## src/hdl/tdw_pkg.sv

```systemverilog
// Overview of operation
// - Descriptor is four words: status, control, buffers
// - Word 0 bit 31: 1 core, 0 host
// - Clear holder bit at frame or buffer end
// - Error summary ORs five error bits
// - Status valid only in last descriptor
// - Bit 11 set when carrier drops
// - Bit 10 set when carrier never seen
// - Bit 9 set on collision after 64 bytes
// - Abort after 16 retries, set bit 8
// - Bits 6..3 hold collision count
// - Bit 1 set when FIFO runs empty
// - Bit 0 set when start was deferred
// - Word 1 bit 30 last, bit 29 first
package tdw_pkg;
  // ==========================================================
  // Descriptor layout
  localparam logic [3:0]  DESC_WORDS      = 4'h4;
  localparam logic [31:0] OFF_STATUS      = 32'h0000_0000;
  localparam logic [31:0] OFF_CONTROL     = 32'h0000_0004;
  localparam logic [31:0] OFF_BUF1        = 32'h0000_0008;
  localparam logic [31:0] OFF_BUF2        = 32'h0000_000c;
  localparam int          BIT_HOLDER      = 31;
  localparam int          BIT_ANY_ERR     = 15;
  localparam int          BIT_CARR_DROP   = 11;
  localparam int          BIT_NO_CARR     = 10;
  localparam int          BIT_LATE_COLL   = 9;
  localparam int          BIT_RETRY_ABORT = 8;
  localparam int          BIT_TALLY_HI    = 6;
  localparam int          BIT_TALLY_LO    = 3;
  localparam int          BIT_STARVED     = 1;
  localparam int          BIT_POSTPONED   = 0;
  localparam int          BIT_FINAL_DESC  = 30;
  localparam int          BIT_FIRST_DESC  = 29;
  // ==========================================================
  // Collision limits
  localparam logic [4:0]  RETRY_LIMIT     = 5'h10;
  localparam logic [7:0]  LATE_BYTES      = 8'h40;
  // ==========================================================
  // Register map
  localparam logic [7:0]  REG_CTRL        = 8'h00;
  localparam logic [7:0]  REG_BASE        = 8'h04;
  localparam logic [7:0]  REG_STAT        = 8'h08;
  localparam logic [7:0]  REG_IRQ         = 8'h0c;
  localparam logic [7:0]  REG_MASK        = 8'h10;
  localparam logic [7:0]  REG_LAST_WB     = 8'h14;
  localparam logic [1:0]  RESP_OKAY       = 2'b00;
  localparam logic [1:0]  RESP_SLVERR     = 2'b10;
  localparam logic [2:0]  IRQ_W           = 3'h3;

  typedef struct packed {
    logic       carrier_dropped;
    logic       no_carrier;
    logic       late_collision;
    logic       fifo_starved;
    logic       start_postponed;
    logic       collision;
    logic       frame_end;
  } tdw_txev_t;

  typedef enum logic [2:0] {
    ST_IDLE  = 3'b000,
    ST_FETCH = 3'b001,
    ST_WAITF = 3'b010,
    ST_BUSY  = 3'b011,
    ST_WBACK = 3'b100,
    ST_WAITW = 3'b101
  } tdw_state_t;
endpackage : tdw_pkg

```

## src/hdl/tdw_status_pack.sv

```systemverilog
module tdw_status_pack
  import tdw_pkg::*;
(
  input  wire logic        final_desc,
  input  wire logic        carrier_dropped,
  input  wire logic        no_carrier,
  input  wire logic        late_collision,
  input  wire logic        retry_limit_abort,
  input  wire logic [3:0]  collision_tally,
  input  wire logic        fifo_starved,
  input  wire logic        start_postponed,
  output logic      [31:0] tx_desc_status_word
);
  logic any_error_flag;

  always_comb begin
    any_error_flag = fifo_starved | retry_limit_abort | late_collision
                   | no_carrier | carrier_dropped;
    tx_desc_status_word = 32'h0000_0000;
    tx_desc_status_word[BIT_HOLDER] = 1'b0;
    if (final_desc) begin
      tx_desc_status_word[BIT_ANY_ERR]     = any_error_flag;
      tx_desc_status_word[BIT_CARR_DROP]   = carrier_dropped;
      tx_desc_status_word[BIT_NO_CARR]     = no_carrier;
      tx_desc_status_word[BIT_LATE_COLL]   = late_collision;
      tx_desc_status_word[BIT_RETRY_ABORT] = retry_limit_abort;
      tx_desc_status_word[BIT_TALLY_HI:BIT_TALLY_LO] = collision_tally;
      tx_desc_status_word[BIT_STARVED]     = fifo_starved;
      tx_desc_status_word[BIT_POSTPONED]   = start_postponed;
    end
  end
endmodule : tdw_status_pack

```

## src/hdl/tdw_writeback.sv

```systemverilog
// The address map and the AXI4-Lite interface to the registers were decided locally.
module tdw_writeback
  import tdw_pkg::*;
(
  input  wire logic        aclk,
  input  wire logic        aresetn,
  // AXI4-Lite register slave
  input  wire logic [7:0]  s_awaddr,
  input  wire logic        s_awvalid,
  output logic             s_awready,
  input  wire logic [31:0] s_wdata,
  input  wire logic [3:0]  s_wstrb,
  input  wire logic        s_wvalid,
  output logic             s_wready,
  output logic [1:0]       s_bresp,
  output logic             s_bvalid,
  input  wire logic        s_bready,
  input  wire logic [7:0]  s_araddr,
  input  wire logic        s_arvalid,
  output logic             s_arready,
  output logic [31:0]      s_rdata,
  output logic [1:0]       s_rresp,
  output logic             s_rvalid,
  input  wire logic        s_rready,
  // Descriptor memory port
  output logic             mem_req,
  output logic             mem_we,
  output logic [31:0]      mem_addr,
  output logic [31:0]      mem_wdata,
  input  wire logic        mem_ack,
  input  wire logic [31:0] mem_rdata,
  // Transmit engine side
  output logic             tx_start,
  output logic             tx_final_desc,
  output logic             tx_abort,
  input  wire tdw_txev_t   tx_ev,
  output logic             irq
);
  // ==========================================================
  // State
  tdw_state_t  st_q, st_d;
  logic [31:0] base_q, base_d, ctrl_word_q, ctrl_word_d;
  logic        en_q, en_d, final_q, final_d;
  logic        cdrop_q, cdrop_d, nocar_q, nocar_d, late_q, late_d;
  logic        abort_q, abort_d, starve_q, starve_d, post_q, post_d;
  logic [4:0]  coll_q, coll_d;
  logic [31:0] wb_q, wb_d;
  logic [IRQ_W-1:0] ist_q, ist_d, imask_q, imask_d;
  logic        req_q, req_d, we_q, we_d, start_q, start_d, ab_q, ab_d, irq_q, irq_d;
  logic [31:0] addr_q, addr_d, wdat_q, wdat_d;
  logic        aw_q, aw_d, w_q, w_d, bv_q, bv_d, rv_q, rv_d;
  logic [7:0]  awa_q, awa_d;
  logic [31:0] wd_q, wd_d, rd_q, rd_d;
  logic [1:0]  br_q, br_d, rr_q, rr_d;
  logic [31:0] packed_w;
  logic [2:0]  ev;

  tdw_status_pack u_pack (
    .final_desc          (final_q),
    .carrier_dropped     (cdrop_q),
    .no_carrier          (nocar_q),
    .late_collision      (late_q),
    .retry_limit_abort   (abort_q),
    .collision_tally     (coll_q[3:0]),
    .fifo_starved        (starve_q),
    .start_postponed     (post_q),
    .tx_desc_status_word (packed_w)
  );

  // ==========================================================
  // Descriptor walk
  always_comb begin
    st_d = st_q; ctrl_word_d = ctrl_word_q; base_d = base_q;
    final_d = final_q; cdrop_d = cdrop_q; nocar_d = nocar_q; late_d = late_q;
    abort_d = abort_q; starve_d = starve_q; post_d = post_q; coll_d = coll_q;
    wb_d = wb_q; req_d = req_q; we_d = we_q; addr_d = addr_q; wdat_d = wdat_q;
    start_d = 1'b0; ab_d = 1'b0; ev = 3'b000;
    case (st_q)
      ST_IDLE: if (en_q) begin
        req_d = 1'b1; we_d = 1'b0; addr_d = base_q + OFF_STATUS; st_d = ST_FETCH;
      end
      ST_FETCH: if (mem_ack) begin
        req_d = 1'b0;
        if (mem_rdata[BIT_HOLDER]) begin
          req_d = 1'b1; addr_d = base_q + OFF_CONTROL; st_d = ST_WAITF;
        end else begin
          st_d = ST_IDLE;
        end
      end
      ST_WAITF: if (mem_ack) begin
        req_d = 1'b0; ctrl_word_d = mem_rdata;
        final_d = mem_rdata[BIT_FINAL_DESC];
        if (mem_rdata[BIT_FIRST_DESC]) begin
          cdrop_d = 1'b0; nocar_d = 1'b0; late_d = 1'b0; abort_d = 1'b0;
          starve_d = 1'b0; post_d = 1'b0; coll_d = 5'h00;
        end
        start_d = 1'b1; st_d = ST_BUSY;
      end
      ST_BUSY: begin
        if (tx_ev.carrier_dropped) cdrop_d = 1'b1;
        if (tx_ev.no_carrier) nocar_d = 1'b1;
        if (tx_ev.late_collision) late_d = 1'b1;
        if (tx_ev.fifo_starved) starve_d = 1'b1;
        if (tx_ev.start_postponed) post_d = 1'b1;
        if (tx_ev.collision && !abort_q) begin
          coll_d = coll_q + 5'h01;
          if (coll_q + 5'h01 >= RETRY_LIMIT) begin
            abort_d = 1'b1; ab_d = 1'b1;
          end
        end
        if (tx_ev.frame_end || abort_d) st_d = ST_WBACK;
      end
      ST_WBACK: begin
        wb_d = packed_w; req_d = 1'b1; we_d = 1'b1;
        addr_d = base_q + OFF_STATUS; wdat_d = packed_w; st_d = ST_WAITW;
      end
      ST_WAITW: if (mem_ack) begin
        req_d = 1'b0; we_d = 1'b0;
        base_d = base_q + {26'h0, DESC_WORDS, 2'b00};
        ev = {abort_q & final_q, packed_w[BIT_ANY_ERR], final_q};
        st_d = ST_IDLE;
      end
      default: st_d = ST_IDLE;
    endcase
  end

  // ==========================================================
  // AXI4-Lite slave and interrupts
  always_comb begin
    aw_d = aw_q; w_d = w_q; awa_d = awa_q; wd_d = wd_q; bv_d = bv_q; br_d = br_q;
    rv_d = rv_q; rd_d = rd_q; rr_d = rr_q;
    en_d = en_q; imask_d = imask_q; ist_d = ist_q;
    if (s_awvalid && !aw_q && !bv_q) begin aw_d = 1'b1; awa_d = s_awaddr; end
    if (s_wvalid && !w_q && !bv_q) begin w_d = 1'b1; wd_d = s_wdata; end
    if (aw_q && w_q && !bv_q) begin
      aw_d = 1'b0; w_d = 1'b0; bv_d = 1'b1; br_d = RESP_OKAY;
      if (awa_q == REG_CTRL) en_d = wd_q[0];
      else if (awa_q == REG_BASE) br_d = RESP_OKAY;
      else if (awa_q == REG_IRQ) ist_d = ist_q & ~wd_q[IRQ_W-1:0];
      else if (awa_q == REG_MASK) imask_d = wd_q[IRQ_W-1:0];
      else if (awa_q == REG_STAT || awa_q == REG_LAST_WB) br_d = RESP_OKAY;
      else br_d = RESP_SLVERR;
    end
    if (bv_q && s_bready) bv_d = 1'b0;
    ist_d = ist_d | ev;
    if (s_arvalid && !rv_q) begin
      rv_d = 1'b1; rr_d = RESP_OKAY; rd_d = 32'h0000_0000;
      if (s_araddr == REG_CTRL) rd_d = {31'h0, en_q};
      else if (s_araddr == REG_BASE) rd_d = base_q;
      else if (s_araddr == REG_STAT) rd_d = {29'h0, st_q};
      else if (s_araddr == REG_IRQ) rd_d = {29'h0, ist_q};
      else if (s_araddr == REG_MASK) rd_d = {29'h0, imask_q};
      else if (s_araddr == REG_LAST_WB) rd_d = wb_q;
      else rr_d = RESP_SLVERR;
    end else if (rv_q && s_rready) begin
      rv_d = 1'b0;
    end
    irq_d = |(ist_d & imask_d);
  end

  logic base_wr;
  assign base_wr = aw_q && w_q && !bv_q && awa_q == REG_BASE && st_q == ST_IDLE;

  always_ff @(posedge aclk) begin
    if (!aresetn) begin
      st_q <= ST_IDLE; base_q <= 32'h0000_0000; ctrl_word_q <= 32'h0000_0000;
      en_q <= 1'b0; final_q <= 1'b0; cdrop_q <= 1'b0; nocar_q <= 1'b0;
      late_q <= 1'b0; abort_q <= 1'b0; starve_q <= 1'b0; post_q <= 1'b0;
      coll_q <= 5'h00; wb_q <= 32'h0000_0000; ist_q <= '0; imask_q <= '0;
      req_q <= 1'b0; we_q <= 1'b0; addr_q <= 32'h0000_0000; wdat_q <= 32'h0000_0000;
      start_q <= 1'b0; ab_q <= 1'b0; irq_q <= 1'b0;
      aw_q <= 1'b0; w_q <= 1'b0; awa_q <= 8'h00; wd_q <= 32'h0000_0000;
      bv_q <= 1'b0; br_q <= RESP_OKAY; rv_q <= 1'b0; rd_q <= 32'h0000_0000;
      rr_q <= RESP_OKAY;
    end else begin
      st_q <= st_d; base_q <= base_wr ? wd_q : base_d; ctrl_word_q <= ctrl_word_d;
      en_q <= en_d; final_q <= final_d; cdrop_q <= cdrop_d; nocar_q <= nocar_d;
      late_q <= late_d; abort_q <= abort_d; starve_q <= starve_d; post_q <= post_d;
      coll_q <= coll_d; wb_q <= wb_d; ist_q <= ist_d; imask_q <= imask_d;
      req_q <= req_d; we_q <= we_d; addr_q <= addr_d; wdat_q <= wdat_d;
      start_q <= start_d; ab_q <= ab_d; irq_q <= irq_d;
      aw_q <= aw_d; w_q <= w_d; awa_q <= awa_d; wd_q <= wd_d;
      bv_q <= bv_d; br_q <= br_d; rv_q <= rv_d; rd_q <= rd_d; rr_q <= rr_d;
    end
  end

  assign s_awready = s_awvalid && !aw_q && !bv_q;
  assign s_wready  = s_wvalid && !w_q && !bv_q;
  assign s_arready = s_arvalid && !rv_q;
  assign s_bvalid = bv_q;
  assign s_bresp  = br_q;
  assign s_rvalid = rv_q;
  assign s_rdata  = rd_q;
  assign s_rresp  = rr_q;
  assign mem_req = req_q;
  assign mem_we = we_q;
  assign mem_addr = addr_q;
  assign mem_wdata = wdat_q;
  assign tx_start = start_q;
  assign tx_final_desc = final_q;
  assign tx_abort = ab_q;
  assign irq = irq_q;
endmodule : tdw_writeback

```

## config.mk

```make
export PLATFORM = sky130hd
export DESIGN_NAME = tdw_writeback
export DESIGN_NICKNAME = d
export VERILOG_FILES = /design/src/hdl/tdw_pkg.sv /design/src/hdl/tdw_status_pack.sv /design/src/hdl/tdw_writeback.sv
export SDC_FILE = /design/constraint.sdc
export NUM_CORES = 1
export LEC_CHECK = 0
export ABC_AREA = 1
export BUFFER_PORTS_ARGS = -buffer_cell sky130_fd_sc_hd__clkbuf_2
export CORE_MARGIN = 3
export CORE_UTILIZATION = 30
export CTS_CLUSTER_SIZE = 24
export DETAILED_ROUTE_END_ITERATION = 16
export MAX_ROUTING_LAYER = met4
export SYNTH_ARGS = -nofsm -noshare
export SYNTH_HDL_FRONTEND = slang
export SYNTH_SLANG_ARGS = --single-unit
```

## constraint.sdc

```tcl
create_clock -name aclk -period 3.7 [get_ports aclk]
set_input_delay 0.74 -clock aclk [delete_from_list [all_inputs] [get_ports aclk]]
set_output_delay 0.74 -clock aclk [all_outputs]
set_load 0.02 [all_outputs]
```

# Word-level counts from Yosys, hierarchy flattened
# Cells that the tools add are included.
# W data, S select, Z words.
[word_totals]
ff_bits = 182
inputBits = 99
out_inout_bits = 111
wordCells = 198
[classes]
addsub = 3
magnitude_cmp = 1
n_eq_ne = 29
mux = 77
n_bitwise = 10
reduce_logical = 49
[op_table]
columns = ["op", "n"]
rows = [
  ["$mux W32", 8],
  ["$pmux W32 S3", 1],
  ["$mux W16", 4],
  ["$mux W3", 16],
  ["$add A32 B3 Y32 const B", 1],
  ["$add A32 B5 Y32 const B", 1],
  ["$eq A8 B4 Y1 const B", 4],
  ["$eq A8 B5 Y1 const B", 4],
  ["$reduce_and A4 Y1", 8],
  ["$mux W2", 13],
  ["$ne A2 B2 Y1 const B", 13],
  ["$mux W1", 20],
  ["$pmux W3 S6", 1],
  ["$eq A8 B3 Y1 const B", 2],
  ["$logic_not A8 Y1", 2],
  ["$mux W5", 3],
  ["$logic_and A1 B1 Y1", 12],
  ["$pmux W1 S2", 6],
  ["$pmux W5 S2", 1],
  ["$reduce_and A3 Y1", 3],
  ["$mux W4", 2],
  ["$reduce_and A2 Y1", 4],
  ["$reduce_bool A2 Y1", 4],
  ["$and A3 B3 Y3", 2],
  ["21 further kinds", 34],
]

# Longest topological paths before layout
# Gate-level depths: netlist (run 1).
[depth]
depth_word = 10
depth_mapped = 12
depth_no_buf = 11

# Modules after synthesis
# Synthesis (run 1) repeated with hierarchy kept, for this count alone.
[unflattened]
hier_cells = 1382
area_unflattened_um2 = 9514.1
[by_module_without_submodules]
columns = ["module", "n_inst", "cells_per_inst", "area_each_um2", "seq_area_each_um2"]
rows = [
  ["tdw_writeback", 1, 1333, 9242.6, 4023.9],
  ["tdw_status_pack", 1, 49, 271.5, 0.0],
]

# Least setup slack after synthesis (run 1)
# No wires, ideal clock.
[synth_path]
path_type = "in2out"
startpoint = "input port s_wvalid"
endpoint = "output port s_wready"
arrival_ns = 1.412
t_required_ns = 2.960
path_slack_ns = 1.548
path_stages = 3
n_path_buf = 1
path_cell_list = "nand3_1 > clkinv_1 > buf_1"
[synth_between]
elab_chain_cells = 2
[synth_rtl]
columns = ["element", "line", "source"]
rows = [
  ["from (decl)", "tdw_writeback.sv:13", "input wire logic s_wvalid,"],
  ["$logic_and A1 B1 Y1 (2 in a row)", "tdw_writeback.sv:188", "assign s_wready = s_wvalid && !w_q && !bv_q;"],
  ["to (decl)", "tdw_writeback.sv:14", "output logic s_wready,"],
]
# No other way between the ends.

# Worst setup path in the final report (run 1)
[layout_path]
startpoint = "register bv_q, in the netlist s_bvalid"
endpoint = "output port s_wready"
[layout_between]
elab_chain_cells = 2
[layout_rtl]
columns = ["element", "line", "source"]
rows = [
  ["from (decl)", "tdw_writeback.sv:51", "logic aw_q, aw_d, w_q, w_d, bv_q, bv_d, rv_q, rv_d;"],
  ["from (signal assigned)", "tdw_writeback.sv:183", "bv_q <= bv_d; br_q <= br_d; rv_q <= rv_d; rd_q <= rd_d; rr_q <= rr_d;"],
  ["$logic_not A1 Y1", "tdw_writeback.sv:188", ""],
  ["$logic_and A1 B1 Y1", "tdw_writeback.sv:188", ""],
]
# No other way between the ends.

==> impl_results.md, run 1 <==
* Global route overflow at 0
* DP Worst Slack at 1.199 ns
* Synthesized-area fraction occupied by adder cells at less than 1%
* Vias in the first global route at about 7700
* Weighted congestion at the end of routability-driven global placement at 0.8999
* Design Power at between 5 and 6 mW
* Buffer levels on the longest clock path at 2
* Worst R2R End: base_q[21]$_SDFFE_PN0P_
* Slew of the pin with the lowest slew margin at ~0.8 ns
* Critical path endpoint category: primary output
* Delay-heaviest family, CP: buffers and inverters
* Xor and xnor fraction of the mapped netlist area at between 2 and 2.5%
* Area Overhead vs Synth at 16.97%
* Combinational fraction of design power at roughly 23%
* Critical Path Sink: s_wready
* Met2 Usage GRT at ~24%
* Cell chain of the critical path: inv_1 -> nand3_1 -> buf_4 -> clkinv_1 -> buf_4 -> clkbuf_2
* Cells resized by post-CTS repair at 0
* Data arrival time of the critical path at between 1.5 and 2 ns
* Post-synthesis register bit count at 180
* Proportion of power drawn by flip-flops and latches at between 40% and 50%
* Largest family of logic cells by synthesized area: simple AND/OR/NAND/NOR gates
* Ant diodes at 0
* Count of standard-cell rows at 62
* Stage delay of the slowest cell on the critical path at roughly 0.37 ns
* Hold WC Path Type: reg -> reg
* Design internal power at 3.490 mW
* Total standard cell area after synthesis at roughly 8800 µm²
* Iteration-0 DRC Markers at around 540
* Highest clock rate at ~0.39 GHz
* Final setup violation count at 0
* Combined buffer and inverter count along the critical path at 5
* Clock latency on the worst-skew pair at 0.43 ns
* Die Span Y at between 150 and 200 µm
* Layout Nets at ~1500
* Setup bufs post-CTS at 0
* Sw Ratio at 33.71%
* Number of fill cells in the layout at ~3100
* Global-route wire length before repair at 41.04 mm
* Clock share of power at between 30 and 40%
* Number of warnings printed during yosys synthesis at 0
* Count of buffers inserted at the top-level ports at ~150
* Die outline width at between 150 and 200 µm
* Reported net switching power at ~1.8 mW
* Min Hold Slack at 0.4641 ns
* Final Util at a little over a third
* Startpoint of the worst register-to-register path: st_q[1]$_SDFFE_PN0P_
* Global-route track usage on met3 at under 10%
* Hpwl dp at about 20 mm
* Total iterations of the first detailed-routing run at 5
* Share of cells above drive strength 1 at between 15 and 20%
* Total wire length at between 20 and 30 mm
* Critical path start-end classification: reg -> out
* Syn_area_per_cell at 6.941 µm²
* Worst-case setup margin in the final layout at around 1.1 ns
* Result of the run: finished, final reports clean
* TritonCTS sink count at 180
* Distinct cell type count after synthesis at 44
* Hold violation count in the final report at 0
* Slowest-stage cell, CP: sky130_fd_sc_hd__dfxtp_1
* Worst ir drop on vdd at about 0.33 mV
* Fraction of synthesized area in multiplexers at 0%
* GR peak layer: met2
* Initial antenna violation count at 0
* Synthesized instance count at 1268
* Area fraction in compound gates after synthesis at around 15%
* Total power divided by cell area at between 500 and 600 nW/µm²
* Final Skew at between 0.01 and 0.015 ns
* # H-tree levels at 4
* Met1 Use GR at between 20% and 30%
* Tightest slew margin relative to the limit at a little under half
* Remaining antenna violation count after routing at 0
* Slack of the worst reg-to-reg path at 1.42 ns
* Max-capacitance violation count at 0
* FF-to-FF path depth at 8
* Leakage power of the design at ~4.4 nW
* Via total after detailed routing at around 8300
* Sequential Area at 3603 µm²
* Number of hold-repair buffers added at the cts stage at 0
* Ports placed on the boundary at 210
* Instance count on the critical path at 6
* CTS buffer count at 17
* Initial standard-cell utilization of the core at a little under a third
* Clock transition at the registers of the reported paths at 0.07 ns
* Share of synthesized cell area in and, or, nand and nor gates at 30.92%
* Final critical-path share of the clock period at slightly below 70%
* Setup repair after global routing missed its margin: false
* Data required, critical path at roughly 3.0 ns
* Final max-slew violation count at 0
* DRC errors left at 0
* Clock tree from TritonCTS: yes
* Largest fanout on the critical path at 41
* Pin count of the biggest net entering global routing at 58
* Area used by multi-input combinational logic at about 4300 µm²
* Root cell of the clock tree: sky130_fd_sc_hd__clkbuf_16
* Sequential cell area fraction in the yosys report at a little over 40%
* Core Box Area at about 29000 µm²
* Critical Path Start Type: flop
* Total routing usage reported by global routing at between 10% and 20%
* WL/cell at ~14 µm
* Number of vias per cell at roughly 4.6
* Final setup TNS at 0 ns
* Startpoint of the most critical setup path: s_bvalid$_SDFFE_PP0N_
* Minimum clock period at around 2.6 ns
* Crit path top cell by count: sky130_fd_sc_hd__buf_4
* Die outline area at 31430 µm²
## power groups by stage
stage               combinational (mW)  sequential [mW]  clock (mW)
finish                            1.21             2.26        1.80
global route                      1.37             2.28        1.90
CTS                               1.22             2.26        1.84
detailed placement                1.21             2.30           0
global placement                  1.20             2.30           0
floorplan                        0.847             2.35           0
## placed cells by master (no fill, tap or decap), types with 15 or more instances in the layout
| master | count |
|---|---|
| sky130_fd_sc_hd__nor2_2 | 18 |
| sky130_fd_sc_hd__dfxtp_1 | 180 |
| sky130_fd_sc_hd__clkbuf_2 | 153 |
| sky130_fd_sc_hd__inv_1 | 102 |
| sky130_fd_sc_hd__o21ai_0 | 95 |
| sky130_fd_sc_hd__nor2_1 | 145 |
| sky130_fd_sc_hd__clkbuf_16 | 17 |
| sky130_fd_sc_hd__a21oi_1 | 127 |
| sky130_fd_sc_hd__nand3_1 | 87 |
| sky130_fd_sc_hd__nand2_1 | 306 |
| sky130_fd_sc_hd__xor2_1 | 15 |
| sky130_fd_sc_hd__conb_1 | 23 |
## worst reg2reg max path, cell delays in order, from the launching register on
cell and delay (ns):
sky130_fd_sc_hd__dfxtp_1 0.72, sky130_fd_sc_hd__nor2_4 0.05, sky130_fd_sc_hd__nand3_1 0.10, sky130_fd_sc_hd__nor2_2 0.04, sky130_fd_sc_hd__nand2_2 0.49, sky130_fd_sc_hd__nand2_1 0.39, sky130_fd_sc_hd__o21ai_0 0.26, sky130_fd_sc_hd__inv_1 0.06
sky130_fd_sc_hd__a21oi_1 0.11
## kinds of logic after synthesis
family / count (synthesis)
other cells: 1
flops: 180
xor+xnor: 21
compound gates: 249
buf+inv: 200
simple gates: 614
fa+ha+maj: 3
## metal layers
| metal | share of wire, % | vias up |
|---|---|---|
| met3 | 6.1 | 32 |
| met5 | 0 | - |
| met4 | 2.1 | 0 |
| met2 | 42 | 222 |
| li1 | - | 4292 |
| met1 | 50 | 3727 |
## area by class of cell
cell class	instances	share of cell area, %
Multi-Input combinational cell	910	42.03
Sequential cell	180	35.00
Timing Repair Buffer	167	8.459
Tap cell	384	4.667
Clock buffer	20	4.339
Inverter	115	4.266
Clock inverter	11	1.240
## worst min path at each step
stage	startpoint	to	slack, ns	cells after the start
after global routing	starve_q$_SDFFE_PN0P_	starve_q$_SDFFE_PN0P_	0.48	2
after floorplan	wd_q[12]$_SDFFE_PN0P_	wd_q[12]$_SDFFE_PN0P_	0.42	2
after detailed placement	post_q$_SDFFE_PN0P_	post_q$_SDFFE_PN0P_	0.45	2
final	s_rdata[20]$_SDFFE_PN0P_	s_rdata[20]$_SDFFE_PN0P_	0.46	2
after CTS	post_q$_SDFFE_PN0P_	post_q$_SDFFE_PN0P_	0.46	2
after global placement	wd_q[12]$_SDFFE_PN0P_	wd_q[12]$_SDFFE_PN0P_	0.44	2
## registers in the layout (all words and copies together) (netlist names), 3 cells and up
name      cells
s_rdata      32
wb_q         11
base_q       32
ist_q         3
mem_addr     32
imask_q       3
awa_q         8
wd_q         32
st_q          3
coll_q        5
## stage by stage
step                std cells  cell area (µm²)
finish                   1787            10290
global route             1787            10290
CTS                      1787            10290
detailed placement       1756             9721
global placement         1756             9721
floorplan                1290             8884
## Yosys cell counts, drive strengths merged
master / number / share of area [%]
o21ai: 100 / 5.7
o211ai: 4 / 0.34
clkbuf: 31 / 1.4
a311oi: 1 / 0.10
nand3: 91 / 5.4
buf: 54 / 4.5
clkinv: 4 / 0.17
o2111ai: 2 / 0.20
a22oi: 1 / 0.085
conb: 1 / 0.043
nor3b: 1 / 0.085
o21a: 1 / 0.085
a31oi: 10 / 0.71
nor2: 173 / 9.0
nor3: 8 / 0.58
xnor2: 6 / 0.60
nand2: 322 / 14
o21bai: 1 / 0.085
nand4: 12 / 0.92
a21oi: 128 / 7.3
dfxtp: 180 / 41
xor2: 15 / 1.5
inv: 111 / 4.8
nand3b: 6 / 0.51
ha: 3 / 0.43
and2: 1 / 0.071
a211oi: 1 / 0.085
(Power assumes the default switching activity.)
==> inputs of run 2 (changes only) <==
- clock period: 3.7 -> 2.3 ns (I/O delays scaled with it)
==> impl_results.md, run 2 (same netlist as run 1, synthesis figures left out) <==
* Result of the run: finished, final reports clean
* Slowest-stage cell, CP: sky130_fd_sc_hd__dfxtp_1
* Critical Path Start Type: flop
* Ant diodes at 0 (unchanged)
* Worst R2R End: base_q[21]$_SDFFE_PN0P_
* Depth of the worst hold-timing path at 3 (+1)
* WL/cell at 14.52 µm (+0.57%)
* Die Span Y at 177.3 µm (unchanged)
* Vias in the first global route at 7886 (+2.9%)
* Leakage power of the design at 4.418 nW (+0.64%)
* Total power divided by cell area at 829.2 nW/µm² (+62%)
* Proportion of power drawn by flip-flops and latches at 42.4% (-0.5 points)
* Clock latency on the worst-skew pair at 0.43 ns (about the same)
* Data arrival time of the critical path at 2.37 ns (+0.55 ns)
* Reported net switching power at 2.851 mW (+61%)
* Count of buffers inserted at the top-level ports at 153 (unchanged)
* Sw Ratio at 33.17% (-0.54 points)
* Ports placed on the boundary at 210 (unchanged)
* Weighted congestion at the end of routability-driven global placement at 0.8942 (-0.63%)
* Area Overhead vs Synth at 17.74%
* Hold WC Path Type: in -> reg
* Cells resized by post-CTS repair at 0 (unchanged)
* Critical path start-end classification: reg -> reg
* Number of hold-repair buffers added at the cts stage at 0 (unchanged)
* Iteration-0 DRC Markers at 678 (+27%)
* Worst ir drop on vdd at 0.4639 mV (+40%)
* Global route overflow at 0 (unchanged)
* FF-to-FF path depth at 7 (-1)
* Placement Cell Area at 9766 µm² (+0.46%)
* Setup bufs post-CTS at 0 (unchanged)
* Final critical-path share of the clock period at between 80% and 90%
* Final setup TNS at 0 ns (unchanged)
* Stage delay of the slowest cell on the critical path at 0.69 ns (+0.32 ns)
* Count of standard-cell rows at 62 (unchanged)
* Final cell area excluding filler cells at 10360 µm² (+0.66%)
* Initial standard-cell utilization of the core at 30.58% (unchanged)
* Highest clock rate at 0.4961 GHz
* Initial antenna violation count at 0 (unchanged)
* Combinational fraction of design power at 23.5% (+0.5 points)
* Startpoint of the worst register-to-register path: st_q[1]$_SDFFE_PN0P_
* Remaining antenna violation count after routing at 0 (unchanged)
* Data required, critical path at 2.66 ns (-0.30 ns)
* Hpwl dp at 19.80 mm (+0.56%)
* Clock tree from TritonCTS: yes
* Slew of the pin with the lowest slew margin at 0.5844 ns (-0.2229 ns)
* Setup repair after global routing missed its margin: false
* Slack of the worst reg-to-reg path at 0.28 ns (-1.14 ns)
* Clock transition at the registers of the reported paths at 0.07 ns (about the same)
* Cell chain of the critical path: inv_4 -> nand4_1 -> buf_4 -> nand2_1 -> o21ai_0 -> inv_1 -> a21oi_1
* Hold violation count in the final report at 0 (unchanged)
* Commonest non-fill, non-tap cell in the layout: sky130_fd_sc_hd__nand2_1
* Via total after detailed routing at 8294 (+0.25%)
* Tightest slew margin relative to the limit at 60.99% (+15 points)
* Hold worst-path end: post_q$_SDFFE_PN0P_
* Final Skew at 0.008761 ns (-0.004624 ns)
* Critical path endpoint category: flop
* Root cell of the clock tree: sky130_fd_sc_hd__clkbuf_16
* Number of fill cells in the layout at 3087 (-0.87%)
* Die outline area at 31430 µm² (unchanged)
* Final setup violation count at 0 (unchanged)
* Layout Nets at 1494 (+0.067%)
* Minimum clock period at around 2.0 ns
* Design internal power at 5.742 mW (+65%)
* CTS buffer count at 17 (unchanged)
* Max-capacitance violation count at 0 (unchanged)
* Share of cells above drive strength 1 at 18.51% (+0.12 points)
* Total wire length at 25.99 mm (+0.68%)
* Placed cells at 1757 (+0.057%)
* Pin count of the biggest net entering global routing at 98 (+69%)
* # H-tree levels at 4 (unchanged)
* Non-Filler Instances at 1789 (+0.11%)
* Number of vias per cell at 4.636 (+0.14%)
* Final max-slew violation count at 0 (unchanged)
* Most frequent cells in the layout: sky130_fd_sc_hd__nand2_1 (306), sky130_fd_sc_hd__dfxtp_1 (180), sky130_fd_sc_hd__clkbuf_2 (153)
* Buffer levels on the longest clock path at 2 (unchanged)
* Origin of the worst min-delay path: tx_ev[2]
* DRC errors left at 0 (unchanged)
* Sequential Area at 3603 µm² (unchanged)
* Total iterations of the first detailed-routing run at 5 (unchanged)
* Global-route wire length before repair at 41.43 mm (+0.94%)
* Area used by multi-input combinational logic at 4327 µm² (unchanged)
* TritonCTS sink count at 180 (unchanged)
* Die outline width at 177.3 µm (unchanged)
* Largest fanout on the critical path at 28 (-32%)
* Core Box Area at 28780 µm² (unchanged)
* Min Hold Slack at 0.2672 ns (-0.1969 ns)
* Clock share of power at 34.2% (about the same)
* Total routing usage reported by global routing at 16.98% (+0.17 points)
## run 2: changes by cell type in the layout (fill, tap and decap cells not counted)
cell	delta
sky130_fd_sc_hd__inv_6	-1
sky130_fd_sc_hd__clkinv_4	+1
sky130_fd_sc_hd__clkbuf_8	+2
sky130_fd_sc_hd__buf_4	-2
sky130_fd_sc_hd__clkinv_2	-1
sky130_fd_sc_hd__buf_12	+3
## run 2: critical path: cells and delay by family (launching register included)
family | cells | cell delay, ns
flip-flops | 1 | 0.69
buffers and inverters | 3 | 0.50
AND/OR/NAND/NOR | 2 | 0.40
AO/OA/AOI/OAI | 2 | 0.35
## run 2: through the flow
stage                     total power [mW]  utilization (%)  worst slack, ns
after floorplan                      5.146                -           0.6726
after global placement               5.704            33.93           0.3430
after detailed placement             5.734            33.93           0.3411
after CTS                            8.687            36.01           0.2933
after global routing                 9.080            36.01           0.1455
final                                8.593            36.01           0.2841
## run 2: worst max path at each step
| stage | from | cells after the start | slack [ns] | to |
|---|---|---|---|---|
| floorplan | s_bvalid$_SDFFE_PP0N_ | 4 | 0.67 | s_wready |
| global placement | st_q[1]$_SDFFE_PN0P_ | 7 | 0.34 | base_q[21]$_SDFFE_PN0P_ |
| detailed placement | st_q[0]$_SDFFE_PN0P_ | 7 | 0.34 | mem_addr[22]$_SDFFE_PN0P_ |
| CTS | st_q[1]$_SDFFE_PN0P_ | 7 | 0.29 | base_q[21]$_SDFFE_PN0P_ |
| global route | st_q[1]$_SDFFE_PN0P_ | 7 | 0.15 | base_q[21]$_SDFFE_PN0P_ |
| finish | st_q[1]$_SDFFE_PN0P_ | 7 | 0.28 | base_q[21]$_SDFFE_PN0P_ |
## run 2: area by class of cell
class | count | share of cell area (%)
Multi-Input combinational cell | 910 | 41.75
Clock inverter | 10 | 1.183
Tap cell | 384 | 4.637
Inverter | 115 | 4.238
Timing Repair Buffer | 168 | 8.838
Sequential cell | 180 | 34.77
Clock buffer | 22 | 4.576
## run 2: power by group through the flow
stage          sequential [mW]  clock [mW]  combinational (mW)
6_report                  3.64        2.94                2.02
5_1_grt                   3.67        3.13                2.28
4_1_cts                   3.64        3.01                2.03
3_5_place_dp              3.71           0                2.02
3_3_place_gp              3.70           0                2.00
2_1_floorplan             3.78           0                1.36
## run 2: routing by layer
layer	part of all wire, %	up-vias	track usage (%)
met3	6.5	34	4.076
met4	2.0	0	5.530
li1	-	4298	-
met1	49	3742	23.17
met2	42	220	24.73
met5	0	-	-
==> inputs of run 3 (changes only) <==
- CORE_UTILIZATION: 30 -> 25
==> impl_results.md, run 3 (same netlist as run 1, synthesis figures left out) <==
* Result of the run: finished, final reports clean
* Design Power at 8.622 mW (+0.34%)
* Cell chain of the critical path: nand4_1 -> inv_1 -> nand3_1 -> nand2_1 -> nand2_1 -> nand2_1 -> nand2_1 -> nand2_1
* Final Util at 30.25% (-5.8 points)
* Slack of the worst reg-to-reg path at 0.26 ns (-0.02 ns)
* Min Hold Slack at 0.2669 ns (-0.0002330 ns)
* Hold violation count in the final report at 0 (unchanged)
* Critical path endpoint category: flop
* Sw Ratio at 33.58% (+0.41 points)
* TritonCTS sink count at 180 (unchanged)
* Initial antenna violation count at 5 (+5)
* Minimum clock period at 2.037 ns (+0.02082 ns)
* Total power divided by cell area at 823.2 nW/µm² (-0.73%)
* Remaining antenna violation count after routing at 0 (unchanged)
* Number of hold-repair buffers added at the cts stage at 0 (unchanged)
* Clock transition at the registers of the reported paths at 0.06 ns (about the same)
* Clock share of power at 33.8% (-0.4 points)
* Iteration-0 DRC Markers at 505 (-26%)
* Highest clock rate at 0.4910 GHz (-1.0%)
* Hold WC Path Type: in -> reg
* Via total after detailed routing at 8328 (+0.41%)
* Clock latency on the worst-skew pair at 0.45 ns (+0.02 ns)
* Data required, critical path at 2.68 ns (+0.02 ns)
* Proportion of power drawn by flip-flops and latches at 42.1% (-0.3 points)
* Count of standard-cell rows at 68 (+9.7%)
* CTS buffer count at 17 (unchanged)
* Total wire length at 27.78 mm (+6.9%)
* Root cell of the clock tree: sky130_fd_sc_hd__clkbuf_16
* Reported net switching power at 2.896 mW (+1.6%)
* # H-tree levels at 4 (unchanged)
* Hpwl dp at 21.44 mm (+8.3%)
* Area Overhead vs Synth at 19.01%
* Design internal power at 5.726 mW (-0.28%)
* DRC errors left at 0 (unchanged)
* Combined buffer and inverter count along the critical path at 1 (-2)
* Slew of the pin with the lowest slew margin at 0.5820 ns (-0.002413 ns)
* Cells resized by post-CTS repair at 0 (unchanged)
* Final setup TNS at 0 ns (unchanged)
* Commonest non-fill, non-tap cell in the layout: sky130_fd_sc_hd__nand2_1
* Delay-heaviest family, CP: simple AND/OR/NAND/NOR gates
* Slowest-stage cell, CP: sky130_fd_sc_hd__dfxtp_1
* Vias in the first global route at 7993 (+1.4%)
* Max-capacitance violation count at 0 (unchanged)
* Buffer levels on the longest clock path at 2 (unchanged)
* Core Box Area at 34630 µm² (+20%)
* Ports placed on the boundary at 210 (unchanged)
* Die outline area at 37490 µm² (+19%)
* Leakage power of the design at 4.421 nW (about the same)
* Number of vias per cell at 4.458 (-3.8%)
* Critical path start-end classification: reg -> reg
* Clock tree from TritonCTS: yes
* Stage delay of the slowest cell on the critical path at 0.63 ns (-0.06 ns)
* Weighted congestion at the end of routability-driven global placement at 0.9350 (+4.6%)
* Final Skew at 0.01723 ns (+0.008466 ns)
* Crit path top cell by count: sky130_fd_sc_hd__nand2_1
* Critical Path Start Type: flop
* DP Worst Slack at 0.1627 ns (-0.1783 ns)
* Tightest slew margin relative to the limit at 61.15% (+0.16 points)
* Worst ir drop on vdd at 0.4205 mV (-9.4%)
* Die Span Y at 193.6 µm (+9.2%)
* Global-route wire length before repair at 44.01 mm (+6.2%)
* Total iterations of the first detailed-routing run at 5 (unchanged)
* Largest fanout on the critical path at 9 (-68%)
* Most frequent cells in the layout: sky130_fd_sc_hd__nand2_1 (306), sky130_fd_sc_hd__dfxtp_1 (180), sky130_fd_sc_hd__clkbuf_2 (153)
* Final max-slew violation count at 0 (unchanged)
* Count of buffers inserted at the top-level ports at 153 (unchanged)
* Share of cells above drive strength 1 at 18.61% (+0.10 points)
* Final critical-path share of the clock period at 88.55% (+0.91 points)
* Initial standard-cell utilization of the core at 25.42% (-5.2 points)
* Data arrival time of the critical path at 2.41 ns (+0.04 ns)
* Final setup violation count at 0 (unchanged)
* Worst-case setup margin in the final layout at 0.2633 ns (-0.02082 ns)
* Pin count of the biggest net entering global routing at 98 (unchanged)
* Combinational fraction of design power at 24.0% (+0.5 points)
* Die outline width at 193.6 µm (+9.2%)
* Global route overflow at 0 (unchanged)
* Total routing usage reported by global routing at 15.14% (-1.8 points)
* Layout Nets at 1497 (+0.20%)
* WL/cell at 14.87 µm (+2.4%)
* Setup bufs post-CTS at 0 (unchanged)
* Setup repair after global routing missed its margin: false
-- run 3: cell count changes in the layout (fill, tap and decap cells not counted), sizes merged --
cell	before	now
buf	15	18
clkbuf	175	177
clkinv	6	5
clkinvlp	3	4
diode	0	5
inv	114	112
-- run 3: worst reg2reg max path, delay by kind of cell (launching register included) --
| family | cells | cell delay (ns) |
|---|---|---|
| and+or+nand+nor | 7 | 0.90 |
| DFF | 1 | 0.63 |
| buffers and inverters | 1 | 0.45 |
-- run 3: worst paths after layout --
| path | start | to | depth (start not counted) |
|---|---|---|---|
| max | st_q[0]$_SDFFE_PN0P_ | irq$_SDFF_PN0_ | 8 |
| min | tx_ev[3] | starve_q$_SDFFE_PN0P_ | 3 |
| max reg2reg | st_q[0]$_SDFFE_PN0P_ | irq$_SDFF_PN0_ | 8 |
| min reg2reg | wd_q[12]$_SDFFE_PN0P_ | wd_q[12]$_SDFFE_PN0P_ | 2 |
-- run 3: routing by layer --
layer	part of all wire (%)	vias up	track usage (%)
met5	0	-	-
met2	43	227	22.31
li1	-	4300	-
met1	49	3771	20.38
met4	2.0	0	4.956
met3	6.5	30	3.753
-- run 3: layout make-up --
class                      instances  area, µm²
fill                            3738      24150
multi-input combinational        910       4329
sequential                       180       3603
timing repair buffer             171      938.4
tap                              455      569.3
clock buffer                      24      481.7
inverter                         115      439.2
clock inverter                     8      100.1
antenna                            5      12.51
-- run 3: per-stage QoR --
step / instances / instance area, µm²
after floorplan: 1290 / 8884
after global placement: 1831 / 9877
after detailed placement: 1831 / 9877
after CTS: 1863 / 10460
after global routing: 1868 / 10470
final: 1868 / 10470
-- run 3: power by group through the flow --
stage	combinational [mW]	clock, mW	sequential, mW
2_1_floorplan	1.36	0	3.78
3_3_place_gp	2.04	0	3.69
3_5_place_dp	2.07	0	3.70
4_1_cts	2.08	2.98	3.63
5_1_grt	2.33	3.11	3.67
6_report	2.07	2.92	3.63
